**src/core/rcs_defs.vh**
```
// Constants for the reset controller status and command block
`ifndef RCS_DEFS_VH
`define RCS_DEFS_VH
`define RCS_OFF_CMD 4'h0
`define RCS_OFF_STATUS 4'h4
`define RCS_OFF_MODE 4'h8
`define RCS_KEY 8'hA5
`define RCS_KEY_HI 31
`define RCS_KEY_LO 24
`define RCS_CMD_CPU 0
`define RCS_CMD_PERIPH 2
`define RCS_CMD_PIN 3
`define RCS_SR_EDGE 0
`define RCS_SR_CAUSE_LO 8
`define RCS_SR_CAUSE_HI 10
`define RCS_SR_LEVEL 16
`define RCS_SR_BUSY 17
`define RCS_MR_UREN 0
`define RCS_MR_UIEN 4
`define RCS_MR_LEN_LO 8
`define RCS_MR_LEN_HI 11
`define RCS_CAUSE_GENERAL 3'h0
`define RCS_CAUSE_WAKE 3'h1
`define RCS_CAUSE_WDOG 3'h2
`define RCS_CAUSE_SW 3'h3
`define RCS_CAUSE_USER 3'h4
`define RCS_SW_SLOW_CYCLES 2'h2
`define RCS_WD_SLOW_CYCLES 2'h2
`endif

```
**src/core/rcs_ctrl.v**
```verilog
// Reset controller: register slave, pin sampling and reset arbitration
//
// Operation
// - No watchdog event during user reset
// - No software reset during user reset
// - Watchdog overrides software reset in progress
// - Pin low ignored during software reset
// - No software reset during watchdog reset
// - No user reset during watchdog reset
// - Busy bit 17 set during software command
// - Bit 16 shows sampled pin level
// - Bit 0 latches pin fall until read
// - Irq when edge, user reset off, enabled
// - Status read clears edge flag, irq
// - Cause field encodes five reset kinds
// - Status read keeps cause field
// - Command bits reset cpu, peripherals, pin
// - Wrong key discards whole write
// - Mode bit 0 enables pin user reset
// - Pin pulse lasts 2^(len+1) slow cycles
// - Status reset value reports power-up cause
// - Command writes ignored while busy
// - Software reset lasts two slow cycles
// - Priority wake, watchdog, software, user
// - Cause software only with cpu command
`default_nettype none
`include "rcs_defs.vh"
module rcs_ctrl #(
    parameter [2:0] POWER_CAUSE = 3'h0 // General or wake-up after power-up
) (
    input wire mclk_i, // Master clock, 125 MHz
    input wire nrst_i, // Async reset, active low
    input wire [3:0] avs_address_i, // Byte address
    input wire avs_read_i, // Read strobe
    input wire avs_write_i, // Write strobe
    input wire [31:0] avs_writedata_i, // Write data
    output reg [31:0] avs_readdata_o, // Read data
    output reg avs_waitrequest_o, // Stall
    input wire slow_clock_i, // Slow clock level, sampled
    input wire wake_reset_i, // Main supply wake-up reset request
    input wire wdog_fault_i, // Watchdog fault, same domain
    input wire pin_reset_n_i, // External reset pin level
    output reg pin_reset_oe_o, // Pin drive enable, drives low
    output reg cpu_reset_o, // Processor reset, active high
    output reg periph_reset_o, // Peripheral reset, active high
    output reg irq_o // Controller interrupt
);
    localparam [3:0] ST_IDLE = 4'h1;
    localparam [3:0] ST_USER = 4'h2;
    localparam [3:0] ST_SW = 4'h4;
    localparam [3:0] ST_WDOG = 4'h8;

    reg rst_s1_q;
    reg rst_n_q;
    reg [2:0] pin_sync_q;
    reg pin_prev_q;
    reg [2:0] slk_sync_q;
    reg slk_prev_q;
    reg [3:0] state_q;
    reg [3:0] state_d;
    reg [1:0] cnt_q;
    reg [1:0] cnt_d;
    reg sw_cpu_q;
    reg edge_q;
    reg [2:0] cause_q;
    reg uren_q;
    reg uien_q;
    reg [3:0] len_q;
    reg [16:0] pulse_q;
    reg done_q;
    reg phase_q;
    reg start_pin_q;
    reg own_q;

    // Reset release through two flops
    always @(posedge mclk_i or negedge nrst_i)
    begin
        if (!nrst_i)
        begin
            rst_s1_q <= 1'b0;
            rst_n_q <= 1'b0;
        end
        else
        begin
            rst_s1_q <= 1'b1;
            rst_n_q <= rst_s1_q;
        end
    end

    // Pin and slow clock pass three flops; a change counts when the last two agree
    always @(posedge mclk_i or negedge rst_n_q)
    begin
        if (!rst_n_q)
        begin
            pin_sync_q <= 3'h7;
            pin_prev_q <= 1'b1;
            slk_sync_q <= 3'h0;
            slk_prev_q <= 1'b0;
        end
        else
        begin
            pin_sync_q <= {pin_sync_q[1:0], pin_reset_n_i};
            if (pin_sync_q[1] == pin_sync_q[2])
                pin_prev_q <= pin_sync_q[2];
            slk_sync_q <= {slk_sync_q[1:0], slow_clock_i};
            if (slk_sync_q[1] == slk_sync_q[2])
                slk_prev_q <= slk_sync_q[2];
        end
    end

    // Confirmed levels and events
    wire pin_lvl = (pin_sync_q[1] == pin_sync_q[2]) ? pin_sync_q[2] : pin_prev_q;
    wire pin_fall = pin_prev_q & ~pin_lvl;
    wire slk_rise = ~slk_prev_q & (slk_sync_q[1] == slk_sync_q[2]) & slk_sync_q[2];

    // Bus decode; single-cycle answer, waitrequest only low in the cycle after a request is taken
    wire acc = (avs_read_i | avs_write_i) & avs_waitrequest_o;
    wire key_ok = avs_writedata_i[`RCS_KEY_HI:`RCS_KEY_LO] == `RCS_KEY;
    wire wr_cmd = acc & avs_write_i & (avs_address_i == `RCS_OFF_CMD) & key_ok;
    wire wr_mode = acc & avs_write_i & (avs_address_i == `RCS_OFF_MODE) & key_ok;
    wire rd_stat = acc & avs_read_i & (avs_address_i == `RCS_OFF_STATUS);
    wire cmd_any = avs_writedata_i[`RCS_CMD_CPU] | avs_writedata_i[`RCS_CMD_PERIPH] | avs_writedata_i[`RCS_CMD_PIN];
    // Software command accepted only from idle; busy, user and watchdog resets block it, a held wake-up reset does not
    wire sw_go = wr_cmd & cmd_any & (state_q == ST_IDLE);
    // Pin low counts only when enabled and not our own pulse
    // The synchroniser lags the pin, so the mask outlives the drive
    wire user_req = uren_q & ~pin_lvl & ~pin_reset_oe_o & ~own_q;

    // Own drive masks pin lows until the pin is confirmed high again
    // Limitation: a button held across our pulse is not seen; only a new press after release counts
    always @(posedge mclk_i or negedge rst_n_q)
    begin
        if (!rst_n_q)
            own_q <= 1'b0;
        else if (pin_reset_oe_o)
            own_q <= 1'b1;
        else if (pin_lvl)
            own_q <= 1'b0;
    end

    // Arbitration: wake-up beats everything, watchdog beats software and user
    always @*
    begin
        state_d = state_q;
        cnt_d = cnt_q;
        case (state_q)
            ST_IDLE:
            begin
                if (wdog_fault_i)
                begin
                    state_d = ST_WDOG;
                    cnt_d = `RCS_WD_SLOW_CYCLES;
                end
                else if (sw_go)
                begin
                    state_d = ST_SW;
                    cnt_d = `RCS_SW_SLOW_CYCLES;
                end
                else if (user_req)
                    state_d = ST_USER;
            end
            ST_USER:
            begin
                // Watchdog held in reset here, faults ignored
                if (pin_lvl)
                    state_d = ST_IDLE;
            end
            ST_SW:
            begin
                if (wdog_fault_i)
                begin
                    state_d = ST_WDOG;
                    cnt_d = `RCS_WD_SLOW_CYCLES;
                end
                else if (slk_rise)
                begin
                    cnt_d = cnt_q - 2'h1;
                    if (cnt_q == 2'h1)
                        state_d = ST_IDLE;
                end
            end
            ST_WDOG:
            begin
                if (slk_rise)
                begin
                    cnt_d = cnt_q - 2'h1;
                    if (cnt_q == 2'h1)
                        state_d = ST_IDLE;
                end
            end
            default:
            begin
                state_d = ST_IDLE;
                cnt_d = 2'h0;
            end
        endcase
    end

    // State, cause and reset outputs
    always @(posedge mclk_i or negedge rst_n_q)
    begin
        if (!rst_n_q)
        begin
            state_q <= ST_IDLE;
            cnt_q <= 2'h0;
            sw_cpu_q <= 1'b0;
            cause_q <= 3'h0;
            done_q <= 1'b0;
            cpu_reset_o <= 1'b0;
            periph_reset_o <= 1'b0;
        end
        else
        begin
            state_q <= wake_reset_i ? ST_IDLE : state_d;
            cnt_q <= cnt_d;
            if (!done_q)
            begin
                done_q <= 1'b1;
                cause_q <= POWER_CAUSE;
            end
            if (sw_go)
                sw_cpu_q <= avs_writedata_i[`RCS_CMD_CPU];
            // Cause is recorded when the processor reset is released, except wake-up, which is recorded while it is held
            if (wake_reset_i)
                cause_q <= `RCS_CAUSE_WAKE;
            else if (state_q == ST_WDOG && state_d == ST_IDLE)
                cause_q <= `RCS_CAUSE_WDOG;
            else if (state_q == ST_SW && state_d == ST_IDLE && sw_cpu_q)
                cause_q <= `RCS_CAUSE_SW;
            else if (state_q == ST_USER && state_d == ST_IDLE)
                cause_q <= `RCS_CAUSE_USER;
            cpu_reset_o <= wake_reset_i | (state_d == ST_USER) | (state_d == ST_WDOG) |
                ((state_d == ST_SW) & (sw_go ? avs_writedata_i[`RCS_CMD_CPU] : sw_cpu_q));
            periph_reset_o <= wake_reset_i | (state_d == ST_USER) | (state_d == ST_WDOG) |
                ((state_d == ST_SW) & (sw_go ? avs_writedata_i[`RCS_CMD_PERIPH] : periph_reset_o));
        end
    end

    // Pin pulse: 2^(len+1) slow clock rises; watchdog also pulses the pin
    always @(posedge mclk_i or negedge rst_n_q)
    begin
        if (!rst_n_q)
        begin
            pulse_q <= 17'h0;
            pin_reset_oe_o <= 1'b0;
            start_pin_q <= 1'b0;
        end
        else
        begin
            start_pin_q <= (sw_go & avs_writedata_i[`RCS_CMD_PIN]) | (state_q != ST_WDOG && state_d == ST_WDOG);
            if (start_pin_q)
            begin
                // Five-bit sum so a length of 15 does not wrap to zero
                pulse_q <= 17'h1 << ({1'b0, len_q} + 5'h01);
                pin_reset_oe_o <= 1'b1;
            end
            else if (pin_reset_oe_o && slk_rise)
            begin
                pulse_q <= pulse_q - 17'h1;
                if (pulse_q == 17'h1)
                    pin_reset_oe_o <= 1'b0;
            end
        end
    end

    // Registers, edge flag and bus answer; set wins over read-clear
    always @(posedge mclk_i or negedge rst_n_q)
    begin
        if (!rst_n_q)
        begin
            edge_q <= 1'b0;
            uren_q <= 1'b0;
            uien_q <= 1'b0;
            len_q <= 4'h0;
            phase_q <= 1'b0;
            avs_waitrequest_o <= 1'b1;
            avs_readdata_o <= 32'h0;
            irq_o <= 1'b0;
        end
        else
        begin
            if (pin_fall)
                edge_q <= 1'b1;
            else if (rd_stat)
                edge_q <= 1'b0;
            if (wr_mode)
            begin
                uren_q <= avs_writedata_i[`RCS_MR_UREN];
                uien_q <= avs_writedata_i[`RCS_MR_UIEN];
                len_q <= avs_writedata_i[`RCS_MR_LEN_HI:`RCS_MR_LEN_LO];
            end
            irq_o <= (pin_fall | (edge_q & ~rd_stat)) & ~uren_q & uien_q;
            phase_q <= (avs_read_i | avs_write_i) & avs_waitrequest_o & ~phase_q;
            avs_waitrequest_o <= ~((avs_read_i | avs_write_i) & avs_waitrequest_o & ~phase_q);
            avs_readdata_o <= 32'h0;
            if (avs_read_i && avs_address_i == `RCS_OFF_STATUS && avs_waitrequest_o && !phase_q)
            begin
                avs_readdata_o[`RCS_SR_EDGE] <= edge_q;
                avs_readdata_o[`RCS_SR_CAUSE_HI:`RCS_SR_CAUSE_LO] <= cause_q;
                avs_readdata_o[`RCS_SR_LEVEL] <= pin_lvl;
                avs_readdata_o[`RCS_SR_BUSY] <= (state_q == ST_SW);
            end
            else if (avs_read_i && avs_address_i == `RCS_OFF_MODE && avs_waitrequest_o && !phase_q)
            begin
                avs_readdata_o[`RCS_MR_UREN] <= uren_q;
                avs_readdata_o[`RCS_MR_UIEN] <= uien_q;
                avs_readdata_o[`RCS_MR_LEN_HI:`RCS_MR_LEN_LO] <= len_q;
            end
        end
    end
endmodule // rcs_ctrl
`default_nettype wire

```
**config.mk**
```make
export PLATFORM = sky130hd
export DESIGN_NAME = rcs_ctrl
export DESIGN_NICKNAME = d
export VERILOG_FILES = /design/src/core/rcs_ctrl.v
export VERILOG_INCLUDE_DIRS = /design/src /design/src/core
export SDC_FILE = /design/constraint.sdc
export NUM_CORES = 1
export LEC_CHECK = 0
export ABC_AREA = 1
export BUFFER_PORTS_ARGS = -buffer_cell sky130_fd_sc_hd__buf_2
export CAP_MARGIN = 20
export CORE_UTILIZATION = 30
export DETAILED_ROUTE_END_ITERATION = 12
export PLACE_DENSITY_LB_ADDON = 0.2
export SYNTH_ARGS = -nofsm -noshare
export SYNTH_HDL_FRONTEND = slang
export SYNTH_SLANG_ARGS = --single-unit
export TNS_END_PERCENT = 30
```
**constraint.sdc**
```tcl
create_clock -name mclk_i -period 2.4 [get_ports mclk_i]
set_input_delay 0.36 -clock mclk_i [delete_from_list [all_inputs] [get_ports mclk_i]]
set_output_delay 0.36 -clock mclk_i [all_outputs]
set_load 0.01 [all_outputs]
```
==> metrics.md, run 1 <==
| Metric | Value |
|---|---|
| Max FO, Critical Path | `17` |
| Overflow after GRT | `0` |
| Pin count of the biggest net entering global routing | `60` |
| Count of cell types in the netlist | `35` |
| I/O Buffers | `40` |
| Final hold violations | `0` |
| Post-Route WL | `7910 µm` |
| Clock Pin Slew Worst Setup and Hold Paths | `0.05 ns` |
| Pwr/cell area | `961 nW/µm²` |
| Vias in the first global route | `2,901` |
| Detailed Route Iter0 Violations | `134` |
| Total Power | `0.00389 W` |
| Final Max Slew Viols | `0` |
| Post-synth EDFFs | `0` |
| Setup crit end kind | `flop` |
| Leak | `2.11 nW` |
| Die Y | `109 µm` |
| Avg WL per Cell | `12.3 µm` |
| Final worst-path cycle share | `69.6%` |
| Via count | `2,913` |
| DRC Markers | `0` |
| Final setup vio count | `0` |
| Num CTS Buffers | `9` |
| CTS root buffer | `clkbuf_16` |
| Final nets | `543` |
| Peak VDD IR | `531 µV` |
| Count of warnings emitted by yosys | `0` |
| DRT Pass-1 Iters | `5` |
| Worst hold path class | `input pin to flop` |
| Synth Register Bits | `61` |
| First-pass GRT wire length | `13,700 µm` |
| Layout cells sized above 1 | `19.8%` |
| Cell count after synthesis | `446` |
| Area Overhead vs Synth | `17.2%` |
| Vias per inst | `4.54` |
| Max Fclk | `598 MHz` |
| ANT cells | `0` |
| Seq/Total Area, Yosys | `44.4%` |
| DP HPWL | `5860 µm` |
| Die X | `109 µm` |
| DRT antenna net count | `0` |
| DIE AREA | `11,900 µm²` |
| Period minus WS final | `1.67 ns` |
| Initial antenna violation count | `0` |
| Asr flop ratio synth | `100%` |
| Post-synthesis cell area | `3450 µm²` |
| Synth Flop Type | `dfrtp_1` |
| Final TNS setup | `0 ns` |
| Clk_skew | `0.00362 ns` |
| Worst hold margin | `0.129 ns` |
| Startpoint types | `flop` |
| Row count | `38` |
| H-tree Lvls | `3` |
| CTS tree | `done` |
| Placer Congestion | `0.839` |
| Syn_area_per_cell | `7.75 µm²` |
| Max Cap Viol | `0` |
| Slew @ Worst Pin | `0.775 ns` |
| Core area | `11,000 µm²` |
| RSZ-0062 raised after global routing | `false` |
| Initial core utilization | `31.3%` |
| Max Root-Sink Buffers | `2` |
| Critical path class | `flop to flop` |
| Critical path arrival | `1.88 ns` |
| Tot GR Track Use | `15.1%` |
| WP data required | `2.61 ns` |
| Worst-Skew Late Latency | `0.33 ns` |
| Status | `finished clean` |
| IO Pins | `81` |
| Clock sinks | `61` |
| Slew HR | `48.4%` |
-- area by class of cell --
type / count / area [µm²]
Fill cell: 1174 / 6980
Sequential cell: 61 / 1540
Multi-Input combinational cell: 309 / 1530
Inverter: 71 / 268
Clock buffer: 12 / 267
Timing Repair Buffer: 44 / 233
Tap cell: 140 / 175
Clock inverter: 4 / 45.0
-- cell usage after synthesis (all sizes together), types with 2 or more instances --
cell type  count  area [µm²]
nor3          11        55.1
buf           28         213
conb           2        7.51
nand3         39         230
nand4         12        75.1
o31ai          2        15.0
inv           70         263
o22ai          3        18.8
dfrtp         55        1380
a22oi          2        15.0
a21oi         12        60.1
nor2          61         290
o21bai         2        15.0
ha             3        37.5
dfstp          6         158
o211ai         4        30.0
nand2         96         395
o21ai         32         160
-- through the flow --
step | area [µm²] | setup slack (ns) | util, % | instances
floorplan | 3540 | 0.586 | - | 470
global placement | 3730 | 0.760 | 33.8 | 624
detailed placement | 3730 | 0.740 | 33.8 | 624
CTS | 4050 | 0.720 | 36.7 | 641
global route | 4050 | 0.552 | 36.7 | 641
finish | 4050 | 0.728 | 36.7 | 641
-- report_power, final --
| part | leakage [nW] | switching [W] | internal (W) |
|---|---|---|---|
| clock network | 0.158 | 0.000442 | 0.000882 |
| registers | 0.767 | 0.000154 | 0.00123 |
| logic | 1.19 | 0.000805 | 0.000381 |
-- placed cells by master (no fill, tap or decap), types with 3 or more instances in the layout --
cell type  count
nand2_1       88
inv_1         63
dfrtp_1       54
nor2_1        48
buf_2         40
nand3_1       35
conb_1        26
o21ai_0       17
o21ai_1       15
nand4_1       12
a21oi_1       12
nor3_1        11
nor2_2         9
clkbuf_16      9
inv_2          7
dfstp_2        6
nand2_2        5
clkinv_2       4
o211ai_1       4
nor2_4         3
nand2_4        3
o22ai_1        3
ha_1           3
clkbuf_8       3
buf_4          3
-- critical path, cell delays in order, from the launching register on --
cell     delay (ns)
dfrtp_1        0.38
inv_1          0.08
nand3_2        0.12
inv_1          0.13
nand2_2        0.16
nand2_2        0.34
inv_2          0.12
nor2_1         0.15
a21oi_1        0.08
-- worst paths after layout --
kind,depth (start not counted),end,start,slack (ns)
max,8,pulse_q[13],slk_prev_q,0.73
min,1,pin_sync_q[0],pin_reset_n_i,0.13
max reg2reg,8,pulse_q[13],slk_prev_q,0.73
min reg2reg,0,slk_sync_q[1],slk_sync_q[0],0.35
max in group asynchronous,1,cpu_reset_o,rst_n_q,1.47
min in group asynchronous,2,rst_s1_q,nrst_i,0.35
-- state kept, by name, summed over array words and instances (netlist names), 2 cells and up --
name and cells:
avs_readdata_o 8, cause_q 3, cnt_q 2, len_q 4, pin_sync_q 3, pulse_q 17, slk_sync_q 3, state_q 4
-- cell families after synthesis --
group / count (synthesis) / share of synthesized area (%)
adders and majority gates: 4 / 1.38
buffers and inverters: 100 / 14.0
and+or+nand+nor: 220 / 30.5
DFF: 61 / 44.4
other: 2 / 0.217
AOI/OAI and AO/OA: 58 / 9.27
xor gates and xnor gates: 1 / 0.254
-- layer usage --
| metal | vias to the layer above | wire length (µm) | global-route usage, % | part of all wire, % |
|---|---|---|---|---|
| met2 | 57 | 3950 | 25.1 | 50 |
| met1 | 1367 | 3540 | 18.2 | 45 |
| li1 | 1479 | - | - | - |
| met4 | 0 | 96 | 5.33 | 1.2 |
| met5 | - | 0 | 0 | 0 |
| met3 | 10 | 319 | 4.86 | 4.0 |
-- repair_timing --
action,CTS,global route
endpoints found under the hold margin,2,0
resized for setup,0,0
hold buffers,1,0
buffers inserted,0,0
No activity file was read; power rests on OpenSTA's default activity.
==> inputs of run 2 (changes only) <==
==> constraint.sdc (replaced) <==
create_clock -name mclk_i -period 1.4 [get_ports mclk_i]
set_input_delay 0.21 -clock mclk_i [delete_from_list [all_inputs] [get_ports mclk_i]]
set_output_delay 0.21 -clock mclk_i [all_outputs]
set_load 0.01 [all_outputs]
==> run 2 against run 1 <==
Clock power grew 67%. The run now ends with negative setup slack left. Largest cell class is now multi-input gates. Fmax increased by 19%. Clock skew increased by 0.0017 ns. Routed wire length is 6.6% higher. Critical path type unchanged. Sequential power increased by 75%. Setup slack lost 0.74 ns. Flip-flop and latch count is the same. Critical path depth stayed put. Worst hold slack got worse by 0.019 ns.
==> metrics.md, run 2 (same netlist as run 1, synthesis figures left out) <==
| Metric | Value |
|---|---|
| Max Fclk | `711 MHz (was 598 MHz)` |
| DP HPWL | `6540 µm (was 5860 µm)` |
| Overflow after GRT | `0 (unchanged)` |
| Final Max Slew Viols | `0 (unchanged)` |
| CTS tree | `done (unchanged)` |
| CTS root buffer | `clkbuf_16 (unchanged)` |
| Final hold violations | `0 (unchanged)` |
| Biggest registers after layout | `pulse_q x17, avs_readdata_o x8 (unchanged)` |
| Critical path arrival | `1.61 ns (was 1.88 ns)` |
| Core area | `11,000 µm² (unchanged)` |
| Clk_skew | `0.00529 ns (was 0.00362 ns)` |
| Layout cells sized above 1 | `28.9% (was 19.8%)` |
| DRT Pass-1 Iters | `4 (was 5)` |
| Num CTS Buffers | `9 (unchanged)` |
| Setup crit end kind | `flop (unchanged)` |
| PnR worst setup slack | `-0.00723 ns (was 0.728 ns)` |
| Vias in the first global route | `3,037 (was 2,901)` |
| Clock sinks | `61 (unchanged)` |
| Avg WL per Cell | `12.5 µm (was 12.3 µm)` |
| Area Overhead vs Synth | `28.2% (was 17.2%)` |
| Peak VDD IR | `814 µV (was 531 µV)` |
| H-tree Lvls | `3 (unchanged)` |
| Leak | `2.29 nW (was 2.11 nW)` |
| Clock Pin Slew Worst Setup and Hold Paths | `0.05 ns (about the same)` |
| DRC Markers | `0 (unchanged)` |
| Via count | `3,044 (was 2,913)` |
| Commonest non-fill, non-tap cell in the layout | `nand2_1 (unchanged)` |
| Max Cap Viol | `0 (unchanged)` |
| Detailed Route Iter0 Violations | `124 (was 134)` |
| Worst-Skew Late Latency | `0.33 ns (about the same)` |
| Final nets | `579 (was 543)` |
| Worst hold margin | `0.110 ns (was 0.129 ns)` |
| Initial core utilization | `31.3% (unchanged)` |
| First-pass GRT wire length | `14,200 µm (was 13,700 µm)` |
| Final core utilization | `40.2% (was 36.7%)` |
| Max reg flops | `17 (unchanged)` |
| Vias per inst | `4.50 (was 4.54)` |
| I/O Buffers | `40 (unchanged)` |
| Most frequent cells in the layout | `nand2_1 (81), inv_1 (59), dfrtp_1 (53), nor2_1 (45), buf_2 (40) (was nand2_1 (88), inv_1 (63), dfrtp_1 (54), nor2_1 (48), buf_2 (40))` |
| Max Root-Sink Buffers | `2 (unchanged)` |
| Placer Congestion | `0.849 (was 0.839)` |
| IO Pins | `81 (unchanged)` |
| Die Y | `109 µm (unchanged)` |
| Pwr/cell area | `1620 nW/µm² (was 961 nW/µm²)` |
| Failing checks | `negative setup slack` |
| Worst hold path class | `input pin to flop (unchanged)` |
| Post-Route WL | `8430 µm (was 7910 µm)` |
| Pin count of the biggest net entering global routing | `35 (was 60)` |
| WP data required | `1.61 ns (was 2.61 ns)` |
| DIE AREA | `11,900 µm² (unchanged)` |
| RSZ-0062 raised after global routing | `true (was false)` |
| Die X | `109 µm (unchanged)` |
| Startpoint types | `flop (unchanged)` |
| Tot GR Track Use | `15.7% (was 15.1%)` |
| Status | `finished with violations (was finished clean)` |
| Period minus WS final | `1.41 ns (was 1.67 ns)` |
| Final setup vio count | `3 (was 0)` |
| Max FO, Critical Path | `4 (was 17)` |
| DRT antenna net count | `0 (unchanged)` |
| Critical path class | `flop to flop (unchanged)` |
| Final worst-path cycle share | `101% (was 69.6%)` |
| ANT cells | `0 (unchanged)` |
| Most flop-heavy register | `pulse_q (unchanged)` |
| Row count | `38 (unchanged)` |
| Initial antenna violation count | `0 (unchanged)` |
## run 2: worst max-delay path, stage by stage (launching register included)
cell	delay (ns)
dfrtp_1	0.37
inv_2	0.08
buf_4	0.13
ha_1	0.15
nand2_1	0.06
nor3_2	0.15
nand3_2	0.13
nor3_2	0.12
o21ai_0	0.09
## run 2: area by class of cell
class / count / area (µm²)
Clock buffer: 12 / 246
Clock inverter: 4 / 47.5
Fill cell: 1162 / 6600
Inverter: 71 / 268
Multi-Input combinational cell: 309 / 1640
Sequential cell: 61 / 1540
Tap cell: 140 / 175
Timing Repair Buffer: 80 / 520
## run 2: layer usage
metal	part of all wire [%]	routed length [µm]	vias to the layer above	track usage (%)
li1	-	-	1548	-
met1	46	3840	1429	19.3
met2	50	4180	53	26.5
met4	1.9	160	0	5.62
met3	3.0	251	14	4.21
met5	0	0	-	0
## run 2: final timing paths
check | start | end | slack [ns] | cells after the start
setup / recovery | pulse_q[1] | pin_reset_oe_o | -0.007 | 8
hold / removal | avs_writedata_i[10] | len_q[2] | 0.11 | 3
setup reg to reg | pulse_q[1] | pin_reset_oe_o | -0.007 | 8
hold reg to reg | rst_n_q | pulse_q[0] | 0.17 | 0
max in group asynchronous | rst_n_q | pin_sync_q[0] | 0.66 | 1
min in group asynchronous | rst_n_q | pulse_q[0] | 0.17 | 0
## run 2: through the flow
stage                     std cells  power [W]  instance area, µm²  setup TNS (ns)  setup WS (ns)
after floorplan                 470    0.00393                3550               0        0.00194
after global placement          655    0.00469                3970          -0.267        -0.0671
after detailed placement        655    0.00471                3970          -0.268        -0.0781
after CTS                       674    0.00707                4340        -0.00735       -0.00602
after global routing            677    0.00772                4430           -1.77         -0.121
final                           677    0.00719                4430         -0.0192       -0.00723
## run 2: where the power goes
part	switching [W]	leakage (nW)	internal [W]	total (W)
Clock	0.000777	0.143	0.00142	0.00220
Sequential	0.000309	0.765	0.00210	0.00241
Combinational	0.00157	1.38	0.00101	0.00258
## run 2: timing repair
item	CTS	global route
gates resized for setup	13	19
endpoints found under the hold margin	4	0
hold buffers	3	0
pin swaps	3	9
setup buffers	0	3
setup endpoints to repair	16	36
